<file path="src/pkg/txdesc_pkg.sv">
// Package: descriptor field layout, limits and MAC event and control types for tx status
package txdesc_pkg;
    // Status word bit positions
    localparam int ST_DEFERRED = 0;
    localparam int ST_UNDERRUN = 1;
    localparam int ST_EXC_DEFER = 2;
    localparam int ST_TALLY_LO = 3;
    localparam int ST_TALLY_HI = 6;
    localparam int ST_RSVD7 = 7;
    localparam int ST_EXC_COLL = 8;
    localparam int ST_LATE_COLL = 9;
    localparam int ST_NO_CARRIER = 10;
    localparam int ST_LOSS_CARRIER = 11;
    localparam int ST_ERR_SUMMARY = 15;
    // Control word bit positions
    localparam int CT_CHECKSUM = 27;
    localparam int CT_RSVD28 = 28;
    localparam int CT_FIRST = 29;
    localparam int CT_LAST = 30;
    localparam int CT_IRQ = 31;
    // Limits
    localparam int MAX_COLLISIONS = 16;
    localparam int DEFER_LIMIT_BITS = 24288;
    localparam logic [31:0] STATUS_RESET = 32'h0000_0000;

    typedef struct packed {
        logic deferred;
        logic underrun;
        logic late_collision;
        logic no_carrier;
        logic loss_carrier;
        logic collision;
        logic defer_bit_time;
    } tx_events_s;

    typedef struct packed {
        logic irq_on_completion;
        logic last_segment_mark;
        logic first_segment_mark;
        logic tx_checksum_request;
    } ctrl_bits_s;
endpackage

</file>
<file path="src/hw/tx_descriptor_status_control.sv">
// Transmit descriptor status write-back and control word interpretation
//
// Functional notes
// Set excess-collision bit 8 when frame abandoned after 16 collisions.
// Report collision count before send in bits 6:3.
// With deferral check on, set bit 2 after deferral over 24288 bits.
// Set bit 1 when host data arrives too late (underrun abort).
// Set bit 0 when sending was postponed due to carrier present.
// Reserved status bit 7 is written as zero.
// Last segment with irq bit set raises tx interrupt after sending.
// Control bit 30 marks the frame's final segment.
// Control bit 29 marks the frame's opening segment.
// Control bit 28 ignored; control word never written by device.
// Checksum bit, first segment and global enable request L3 checksum.
// Host reads collision count and errors from written-back status.
// Bit 15 is OR of underrun, deferral, collision and carrier errors.
// Set bit 9 on collision beyond the 64-byte window.
// Status written back only after frame finished or abandoned.
`timescale 1ns/1ps
module tx_descriptor_status_control #(
    parameter int DEFER_LIMIT = txdesc_pkg::DEFER_LIMIT_BITS,
    parameter int COLL_LIMIT = txdesc_pkg::MAX_COLLISIONS
) (
    input wire logic core_clk,
    input wire logic rstn,
    // Descriptor fetched from host memory
    input wire logic desc_valid,
    input wire logic [31:0] tx_desc_control_word,
    // Global configuration
    input wire logic deferral_check_enable,
    input wire logic checksum_offload_enable,
    // Transmit MAC events for the frame in flight
    input wire txdesc_pkg::tx_events_s mac_events,
    input wire logic mac_done,
    // Status write-back
    output logic status_wb_valid,
    output logic [31:0] tx_desc_status_word,
    output logic tx_interrupt_flag,
    input wire logic tx_interrupt_clear,
    // Frame framing and checksum request toward the MAC side
    output logic frame_start,
    output logic frame_end_pending,
    output logic tx_checksum_engine,
    output logic mac_abort
);
    // Refuse limits that the 4-bit tally or the counter cannot serve
    if (COLL_LIMIT < 2 || COLL_LIMIT > 16) begin
        $error("COLL_LIMIT out of range");
    end
    if (DEFER_LIMIT < 1) begin
        $error("DEFER_LIMIT must be positive");
    end

    // ****************************************
    // Control word decode
    // ****************************************
    txdesc_pkg::ctrl_bits_s ctrl;
    // Reserved bit 28 is never looked at
    assign ctrl.irq_on_completion = tx_desc_control_word[txdesc_pkg::CT_IRQ];
    assign ctrl.last_segment_mark = tx_desc_control_word[txdesc_pkg::CT_LAST];
    assign ctrl.first_segment_mark =
        tx_desc_control_word[txdesc_pkg::CT_FIRST];
    assign ctrl.tx_checksum_request =
        tx_desc_control_word[txdesc_pkg::CT_CHECKSUM];

    logic in_frame;
    logic irq_armed;

    // Frame bounds from first/last marks  R8 R9 R10
    always_ff @(posedge core_clk) begin
        if (!rstn) begin
            in_frame <= 1'b0;
            irq_armed <= 1'b0;
            frame_start <= 1'b0;
            frame_end_pending <= 1'b0;
            tx_checksum_engine <= 1'b0;
        end else begin
            frame_start <= desc_valid && ctrl.first_segment_mark;
            // Close first, so a descriptor in the same cycle opens anew
            if (mac_done) begin
                in_frame <= 1'b0;
                frame_end_pending <= 1'b0;
                irq_armed <= 1'b0;
                tx_checksum_engine <= 1'b0;
            end
            if (desc_valid && ctrl.first_segment_mark) begin
                in_frame <= 1'b1;
                tx_checksum_engine <= ctrl.tx_checksum_request &&
                    checksum_offload_enable;
            end
            if (desc_valid && ctrl.last_segment_mark) begin
                frame_end_pending <= 1'b1;
                irq_armed <= ctrl.irq_on_completion;
            end
        end
    end

    // ****************************************
    // Event accumulation for the current frame
    // ****************************************
    logic [4:0] coll_count;
    // Sized from the parameter so that a longer limit still fits
    logic [$clog2(DEFER_LIMIT + 1) - 1:0] defer_count;
    logic deferred;
    logic underrun;
    logic late_coll;
    logic no_carrier;
    logic loss_carrier;
    logic exc_coll;
    logic exc_defer;
    localparam logic [4:0] COLL_MAX = 5'(COLL_LIMIT);

    always_ff @(posedge core_clk) begin
        if (!rstn || status_wb_valid) begin
            coll_count <= 5'h00;
            exc_coll <= 1'b0;
        end else if (mac_events.collision && !exc_coll) begin
            coll_count <= coll_count + 5'h01;
            if (coll_count + 5'h01 >= COLL_MAX)
                exc_coll <= 1'b1;
        end
    end

    always_ff @(posedge core_clk) begin
        if (!rstn || status_wb_valid) begin
            defer_count <= '0;
            exc_defer <= 1'b0;
        end else if (mac_events.defer_bit_time) begin
            if (defer_count < $bits(defer_count)'(DEFER_LIMIT))
                defer_count <= defer_count + 1'b1;
            else if (deferral_check_enable)
                exc_defer <= 1'b1;
        end
    end

    always_ff @(posedge core_clk) begin
        if (!rstn || status_wb_valid) begin
            deferred <= 1'b0;
            underrun <= 1'b0;
            late_coll <= 1'b0;
            no_carrier <= 1'b0;
            loss_carrier <= 1'b0;
        end else begin
            if (mac_events.deferred)
                deferred <= 1'b1;
            if (mac_events.underrun)
                underrun <= 1'b1;
            if (mac_events.late_collision)
                late_coll <= 1'b1;
            if (mac_events.no_carrier)
                no_carrier <= 1'b1;
            if (mac_events.loss_carrier)
                loss_carrier <= 1'b1;
        end
    end

    // Abandon request to the MAC on fatal conditions
    assign mac_abort = exc_coll || exc_defer || underrun || late_coll;

    // ****************************************
    // Status word assembly and write-back
    // ****************************************
    logic [31:0] next_status;
    logic err_sum;
    assign err_sum = underrun || exc_defer || exc_coll || late_coll ||
        no_carrier || loss_carrier;

    always_comb begin
        next_status = txdesc_pkg::STATUS_RESET;
        next_status[txdesc_pkg::ST_DEFERRED] = deferred;
        next_status[txdesc_pkg::ST_UNDERRUN] = underrun;
        next_status[txdesc_pkg::ST_EXC_DEFER] = exc_defer;
        next_status[txdesc_pkg::ST_TALLY_HI:txdesc_pkg::ST_TALLY_LO] =
            coll_count[3:0];
        next_status[txdesc_pkg::ST_RSVD7] = 1'b0;
        next_status[txdesc_pkg::ST_EXC_COLL] = exc_coll;
        next_status[txdesc_pkg::ST_LATE_COLL] = late_coll;
        next_status[txdesc_pkg::ST_NO_CARRIER] = no_carrier;
        next_status[txdesc_pkg::ST_LOSS_CARRIER] = loss_carrier;
        next_status[txdesc_pkg::ST_ERR_SUMMARY] = err_sum;
    end

    // Written only once the MAC reports the frame over; the host then
    // reads counts and errors from this word  R15 R12
    always_ff @(posedge core_clk) begin
        if (!rstn) begin
            status_wb_valid <= 1'b0;
            tx_desc_status_word <= txdesc_pkg::STATUS_RESET;
        end else begin
            status_wb_valid <= mac_done;
            if (mac_done)
                tx_desc_status_word <= next_status;
        end
    end

    // Interrupt flag: set wins over clear  R7
    always_ff @(posedge core_clk) begin
        if (!rstn)
            tx_interrupt_flag <= 1'b0;
        else if (mac_done && irq_armed)
            tx_interrupt_flag <= 1'b1;
        else if (tx_interrupt_clear)
            tx_interrupt_flag <= 1'b0;
    end

    // ****************************************
    // Assertions
    // ****************************************
    property p_wb_after_done;
        @(posedge core_clk) disable iff (!rstn)
        mac_done |=> status_wb_valid;
    endproperty
    a_wb_after_done: assert property (p_wb_after_done)
        else $error("status not written after frame end");

    property p_wb_only_after_done;
        @(posedge core_clk) disable iff (!rstn)
        status_wb_valid |-> $past(mac_done);
    endproperty
    a_wb_only_after_done: assert property (p_wb_only_after_done)
        else $error("status written without frame end");

    property p_rsvd7_zero;
        @(posedge core_clk) disable iff (!rstn)
        status_wb_valid |-> !tx_desc_status_word[txdesc_pkg::ST_RSVD7];
    endproperty
    a_rsvd7_zero: assert property (p_rsvd7_zero)
        else $error("reserved status bit set");

    property p_err_summary;
        @(posedge core_clk) disable iff (!rstn)
        status_wb_valid |-> tx_desc_status_word[15] ==
            (|{tx_desc_status_word[11:8], tx_desc_status_word[2:1]});
    endproperty
    a_err_summary: assert property (p_err_summary)
        else $error("error summary mismatch");

    property p_irq_set;
        @(posedge core_clk) disable iff (!rstn)
        mac_done && irq_armed |=> tx_interrupt_flag;
    endproperty
    a_irq_set: assert property (p_irq_set)
        else $error("interrupt not raised on completion");

    property p_irq_cause;
        @(posedge core_clk) disable iff (!rstn)
        $rose(tx_interrupt_flag) |-> $past(mac_done && irq_armed);
    endproperty
    a_irq_cause: assert property (p_irq_cause)
        else $error("interrupt without armed completion");

    property p_exc_coll;
        @(posedge core_clk) disable iff (!rstn)
        $rose(exc_coll) |-> $past(coll_count) == COLL_MAX - 5'h01;
    endproperty
    a_exc_coll: assert property (p_exc_coll)
        else $error("excess collision at wrong count");

    property p_exc_defer_en;
        @(posedge core_clk) disable iff (!rstn)
        $rose(exc_defer) |-> $past(deferral_check_enable);
    endproperty
    a_exc_defer_en: assert property (p_exc_defer_en)
        else $error("excess deferral while check disabled");

    property p_underrun_wb;
        @(posedge core_clk) disable iff (!rstn)
        mac_events.underrun && !status_wb_valid && !mac_done ##1 mac_done
        |=> tx_desc_status_word[txdesc_pkg::ST_UNDERRUN];
    endproperty
    a_underrun_wb: assert property (p_underrun_wb)
        else $error("underrun not reported");

    property p_cksum;
        @(posedge core_clk) disable iff (!rstn)
        desc_valid && ctrl.first_segment_mark && !mac_done |=>
            tx_checksum_engine == $past(ctrl.tx_checksum_request &&
            checksum_offload_enable);
    endproperty
    a_cksum: assert property (p_cksum)
        else $error("checksum request decode wrong");

    property p_frame_open;
        @(posedge core_clk) disable iff (!rstn)
        frame_start |-> in_frame;
    endproperty
    a_frame_open: assert property (p_frame_open)
        else $error("frame start without open frame");

    property p_word_held;
        @(posedge core_clk) disable iff (!rstn)
        status_wb_valid && !mac_done |=> $stable(tx_desc_status_word);
    endproperty
    a_word_held: assert property (p_word_held)
        else $error("status word changed while host reads it");

    c_irq: cover property (@(posedge core_clk) disable iff (!rstn)
        $rose(tx_interrupt_flag));
    c_exc_coll: cover property (@(posedge core_clk) disable iff (!rstn)
        status_wb_valid && tx_desc_status_word[txdesc_pkg::ST_EXC_COLL]);
    c_clean: cover property (@(posedge core_clk) disable iff (!rstn)
        status_wb_valid && !tx_desc_status_word[15]);
    c_exc_defer: cover property (@(posedge core_clk) disable iff (!rstn)
        status_wb_valid && tx_desc_status_word[txdesc_pkg::ST_EXC_DEFER]);
endmodule

</file>
<file path="config.mk">
export PLATFORM = sky130hd
export DESIGN_NAME = tx_descriptor_status_control
export DESIGN_NICKNAME = d
export VERILOG_FILES = /design/src/pkg/txdesc_pkg.sv /design/src/hw/tx_descriptor_status_control.sv
export SDC_FILE = /design/constraint.sdc
export NUM_CORES = 1
export LEC_CHECK = 0
export BUFFER_PORTS_ARGS = -buffer_cell sky130_fd_sc_hd__buf_2
export CAP_MARGIN = 25
export CORE_UTILIZATION = 47
export CTS_CLUSTER_SIZE = 40
export DETAILED_ROUTE_END_ITERATION = 10
export GPL_ROUTABILITY_DRIVEN = 0
export HOLD_SLACK_MARGIN = 0.1
export PLACE_DENSITY_LB_ADDON = 0.15
export SYNTH_ARGS = -nofsm -noshare
export SYNTH_HDL_FRONTEND = slang
export SYNTH_SLANG_ARGS = --single-unit
</file>
<file path="constraint.sdc">
create_clock -name core_clk -period 1.62 [get_ports core_clk]
set_clock_uncertainty 0.05 [all_clocks]
set_input_delay 0.405 -clock core_clk [delete_from_list [all_inputs] [get_ports core_clk]]
set_output_delay 0.405 -clock core_clk [all_outputs]
set_load 0.02 [all_outputs]
</file>
==> insert_results.sql <==
INSERT INTO impl_metrics (metric_group, metric, value, unit) VALUES
('status', 'run_status', 'finished with violations', ''),
('status', 'violations', 'setup timing', ''),
('cts', 'hold_bufs_at_cts', '0', ''),
('power_and_ir_drop', 'leakagePower', '0.993', 'nW'),
('detailed_routing', 'wl_per_cell', '11.1', 'um'),
('worst_setup_path', 'worst_ep_arrival_time', '1.30', 'ns'),
('yosys', 'synth.yosys.seq_area_share', '44.5', '%'),
('detailed_routing', 'post_route_wl', '3.45', 'mm'),
('global_routing', 'global_route.overflow_total', '0', ''),
('global_routing', 'grt_util_all_layers', '16.2', '%'),
('floorplan', 'core-area', '4060', 'um2'),
('yosys', 'yosysWarnings', '0', ''),
('cells_and_area', 'largest-register', 'defer_count', ''),
('worst_setup_path', 'cp-end-kind', 'primary output', ''),
('placement', 'dpl.hpwl', '2.46', 'mm'),
('timing', 'unrepaired_setup_endpoints_after_global_routing', 'yes', ''),
('cts', 'cts-root-buf', 'sky130_fd_sc_hd__clkbuf_8', ''),
('floorplan', 'floorplan.initialDensity', '49.9', '%'),
('global_routing', 'grt_pass1_vias', '1267', ''),
('cells_and_area', 'multiInputGateArea', '992', 'um2'),
('cts', 'clockBufferDepth', '2', ''),
('yosys', 'synth_largest_type_area_fraction', '44.5', '%'),
('yosys', 'yosysTopAreaCell', 'sky130_fd_sc_hd__dfxtp_1', ''),
('cells_and_area', 'antenna_cells', '0', ''),
('power_and_ir_drop', 'power_switching', '0.000533', 'W'),
('power_and_ir_drop', 'part_of_the_power_in_registers', '51.0', '%'),
('power_and_ir_drop', 'vdd_drop_max', '529', 'uV'),
('yosys', 'netlist_instances', '218', ''),
('timing', 'worst_slack', '-0.133', 'ns'),
('timing', 'period_needed', '1.75', 'ns'),
('floorplan', 'top_level_pins', '84', ''),
('cells_and_area', 'reg.largest.list', 'defer_count (15), tx_desc_status_word (12), coll_count (5)', ''),
('cells_and_area', 'final_net_count', '309', ''),
('detailed_routing', 'vias', '1484', ''),
('detailed_routing', 'drt-initial-drc-count', '51', ''),
('global_routing', 'first_pass_grt_wire_length', '5.51', 'mm'),
('power_and_ir_drop', 'clock_power_share', '38.2', '%'),
('timing', 'timing.final.crit_share', '108', '%'),
('floorplan', 'row_count', '23', ''),
('yosys', 'mappedNetlistArea', '2020', 'um2'),
('cells_and_area', 'post-route-util', '58.2', '%'),
('power_and_ir_drop', 'p_total', '0.00227', 'W'),
('cells_and_area', 'syn2layout_area_growth', '16.8', '%'),
('floorplan', 'floorplan.die.height', '67.6', 'um'),
('timing', 'report.final.slew_viol_count', '0', ''),
('cts', 'cts.clk_slew.worst_paths', '0.08', 'ns'),
('power_and_ir_drop', 'power.density_cell_area', '959', 'nW/um2'),
('cells_and_area', 'filler_cell_count', '373', ''),
('run', 'max_cap_violations', '0', ''),
('placement', 'post-place-cells', '303', ''),
('floorplan', 'floorplan.die_area', '4570', 'um2'),
('timing', 'clock.fmax', '570', 'MHz'),
('cts', 'cts.htree.levels', '2', ''),
('yosys', 'synth_cell_type_count', '36', ''),
('detailed_routing', 'number_of_vias_per_cell_after_detailed_routing', '4.76', ''),
('cells_and_area', 'layout-drive-gt1-share', '24.8', '%'),
('cells_and_area', 'seqCellArea', '903', 'um2'),
('worst_setup_path', 'critical_path_peak_fanout', '2', ''),
('yosys', 'seq_cells_post_synth', '45', ''),
('detailed_routing', 'drtPass1Iterations', '4', ''),
('placement', 'dpl_worst_slack', '0.121', 'ns'),
('yosys', 'synthTopCellsByArea', 'sky130_fd_sc_hd__dfxtp_1 45%, sky130_fd_sc_hd__buf_4 7.4%, sky130_fd_sc_hd__nor2_1 6.3%', ''),
('timing', 'finalSetupViolations', '1', ''),
('power_and_ir_drop', 'p_sw_share', '23.5', '%'),
('floorplan', 'floorplan.die.width', '67.6', 'um'),
('detailed_routing', 'drt.antenna.violating_nets', '0', ''),
('global_routing', 'maximum_number_of_pins_on_one_net_before_global_route_repair', '20', ''),
('power_and_ir_drop', 'power_report.internal_total', '0.00173', 'W'),
('timing', 'timing.setup.tns', '-0.133', 'ns'),
('timing', 'hold_viol', '0', ''),
('worst_setup_path', 'worstRegToRegCells', '6', '');
## cells by family after synthesis
family	synth area share (%)
adder cells (fa/ha/maj)	1.24
AO/OA/AOI/OAI	9.40
multiplexers	5.94
XOR/XNOR	7.36
AND/OR/NAND/NOR	21.2
buffers and inverters	10.1
flip-flops	44.5
other	0.185
## Yosys cell counts (all sizes together)
| cell | instances |
|---|---|
| dfxtp | 45 |
| ha | 2 |
| buf | 23 |
| nand2 | 9 |
| inv | 4 |
| mux2i | 12 |
| nor3 | 1 |
| nor4b | 1 |
| nand4 | 4 |
| a31oi | 1 |
| o21ai | 2 |
| nand2b | 3 |
| conb | 1 |
| nor2 | 34 |
| and2 | 1 |
| o2111ai | 1 |
| nand3 | 10 |
| a21oi | 8 |
| o211ai | 1 |
| and3 | 5 |
| xor2 | 3 |
| clkbuf | 5 |
| a211oi | 4 |
| xnor2 | 14 |
| nand3b | 3 |
| a21boi | 5 |
| nor3b | 1 |
| a31o | 1 |
| or4 | 1 |
| a41oi | 1 |
| nor2b | 12 |
## through the flow
step / area [um2] / hold WS [ns]
final: 2360 / 0.268
after global routing: 2360 / 0.268
after CTS: 2360 / 0.261
after detailed placement: 2220 / 0.409
after global placement: 2220 / 0.404
after floorplan: 2090 / 0.387
## worst max-delay path, cell delays in order (launching register included)
cell and delay (ns):
sky130_fd_sc_hd__dfxtp_2 0.33, sky130_fd_sc_hd__or4_4 0.54, sky130_fd_sc_hd__buf_6 0.15
## layout make-up
class / instances / area share, %
sequential: 45 / 38.2
multi-input combinational: 160 / 42.0
timing repair buffer: 45 / 11.4
tap: 50 / 2.65
clock buffer: 6 / 3.50
clock inverter: 2 / 1.59
inverter: 4 / 0.636
## cells in the final DEF, fill, tap and decap left out, drive strengths merged, types with 5 or more instances in the layout
cell type  instances
dfxtp             45
buf               45
nor2              34
conb              20
xnor2             14
nor2b             12
mux2i             12
nand3             10
nand2              9
a21oi              8
clkbuf             6
and3               5
a21boi             5
## worst paths after layout
path	from	endpoint	slack, ns
min reg2reg	frame_end_pending	frame_end_pending	0.42
max reg2reg	defer_count[8]	defer_count[9]	0.13
min	mac_events[3]	no_carrier	0.27
max	underrun	mac_abort	-0.13
## repair_timing
item                                    CTS  global route
gates resized for setup                   5             0
endpoints found under the setup margin    1             1
hold endpoints to repair                  0             0
setup buffers                             1             0
pin swaps                                 0             0
## power groups by stage
stage / Clock [W] / Combinational, W / Sequential (W)
3_3_place_gp: 0 / 0.000234 / 0.00118
3_5_place_dp: 0 / 0.000236 / 0.00118
4_1_cts: 0.000897 / 0.000246 / 0.00116
2_1_floorplan: 0 / 0.000177 / 0.00120
5_1_grt: 0.000946 / 0.000269 / 0.00116
6_report: 0.000865 / 0.000244 / 0.00116
## per-layer routing
metal	GRT usage [%]	vias to the layer above	wire [um]
met2	25.4	37	1490
met5	0	-	0
met4	5.85	0	50
met3	4.73	5	166
met1	20.8	666	1740
li1	-	776	-
No activity file was read; power rests on OpenSTA's default activity.
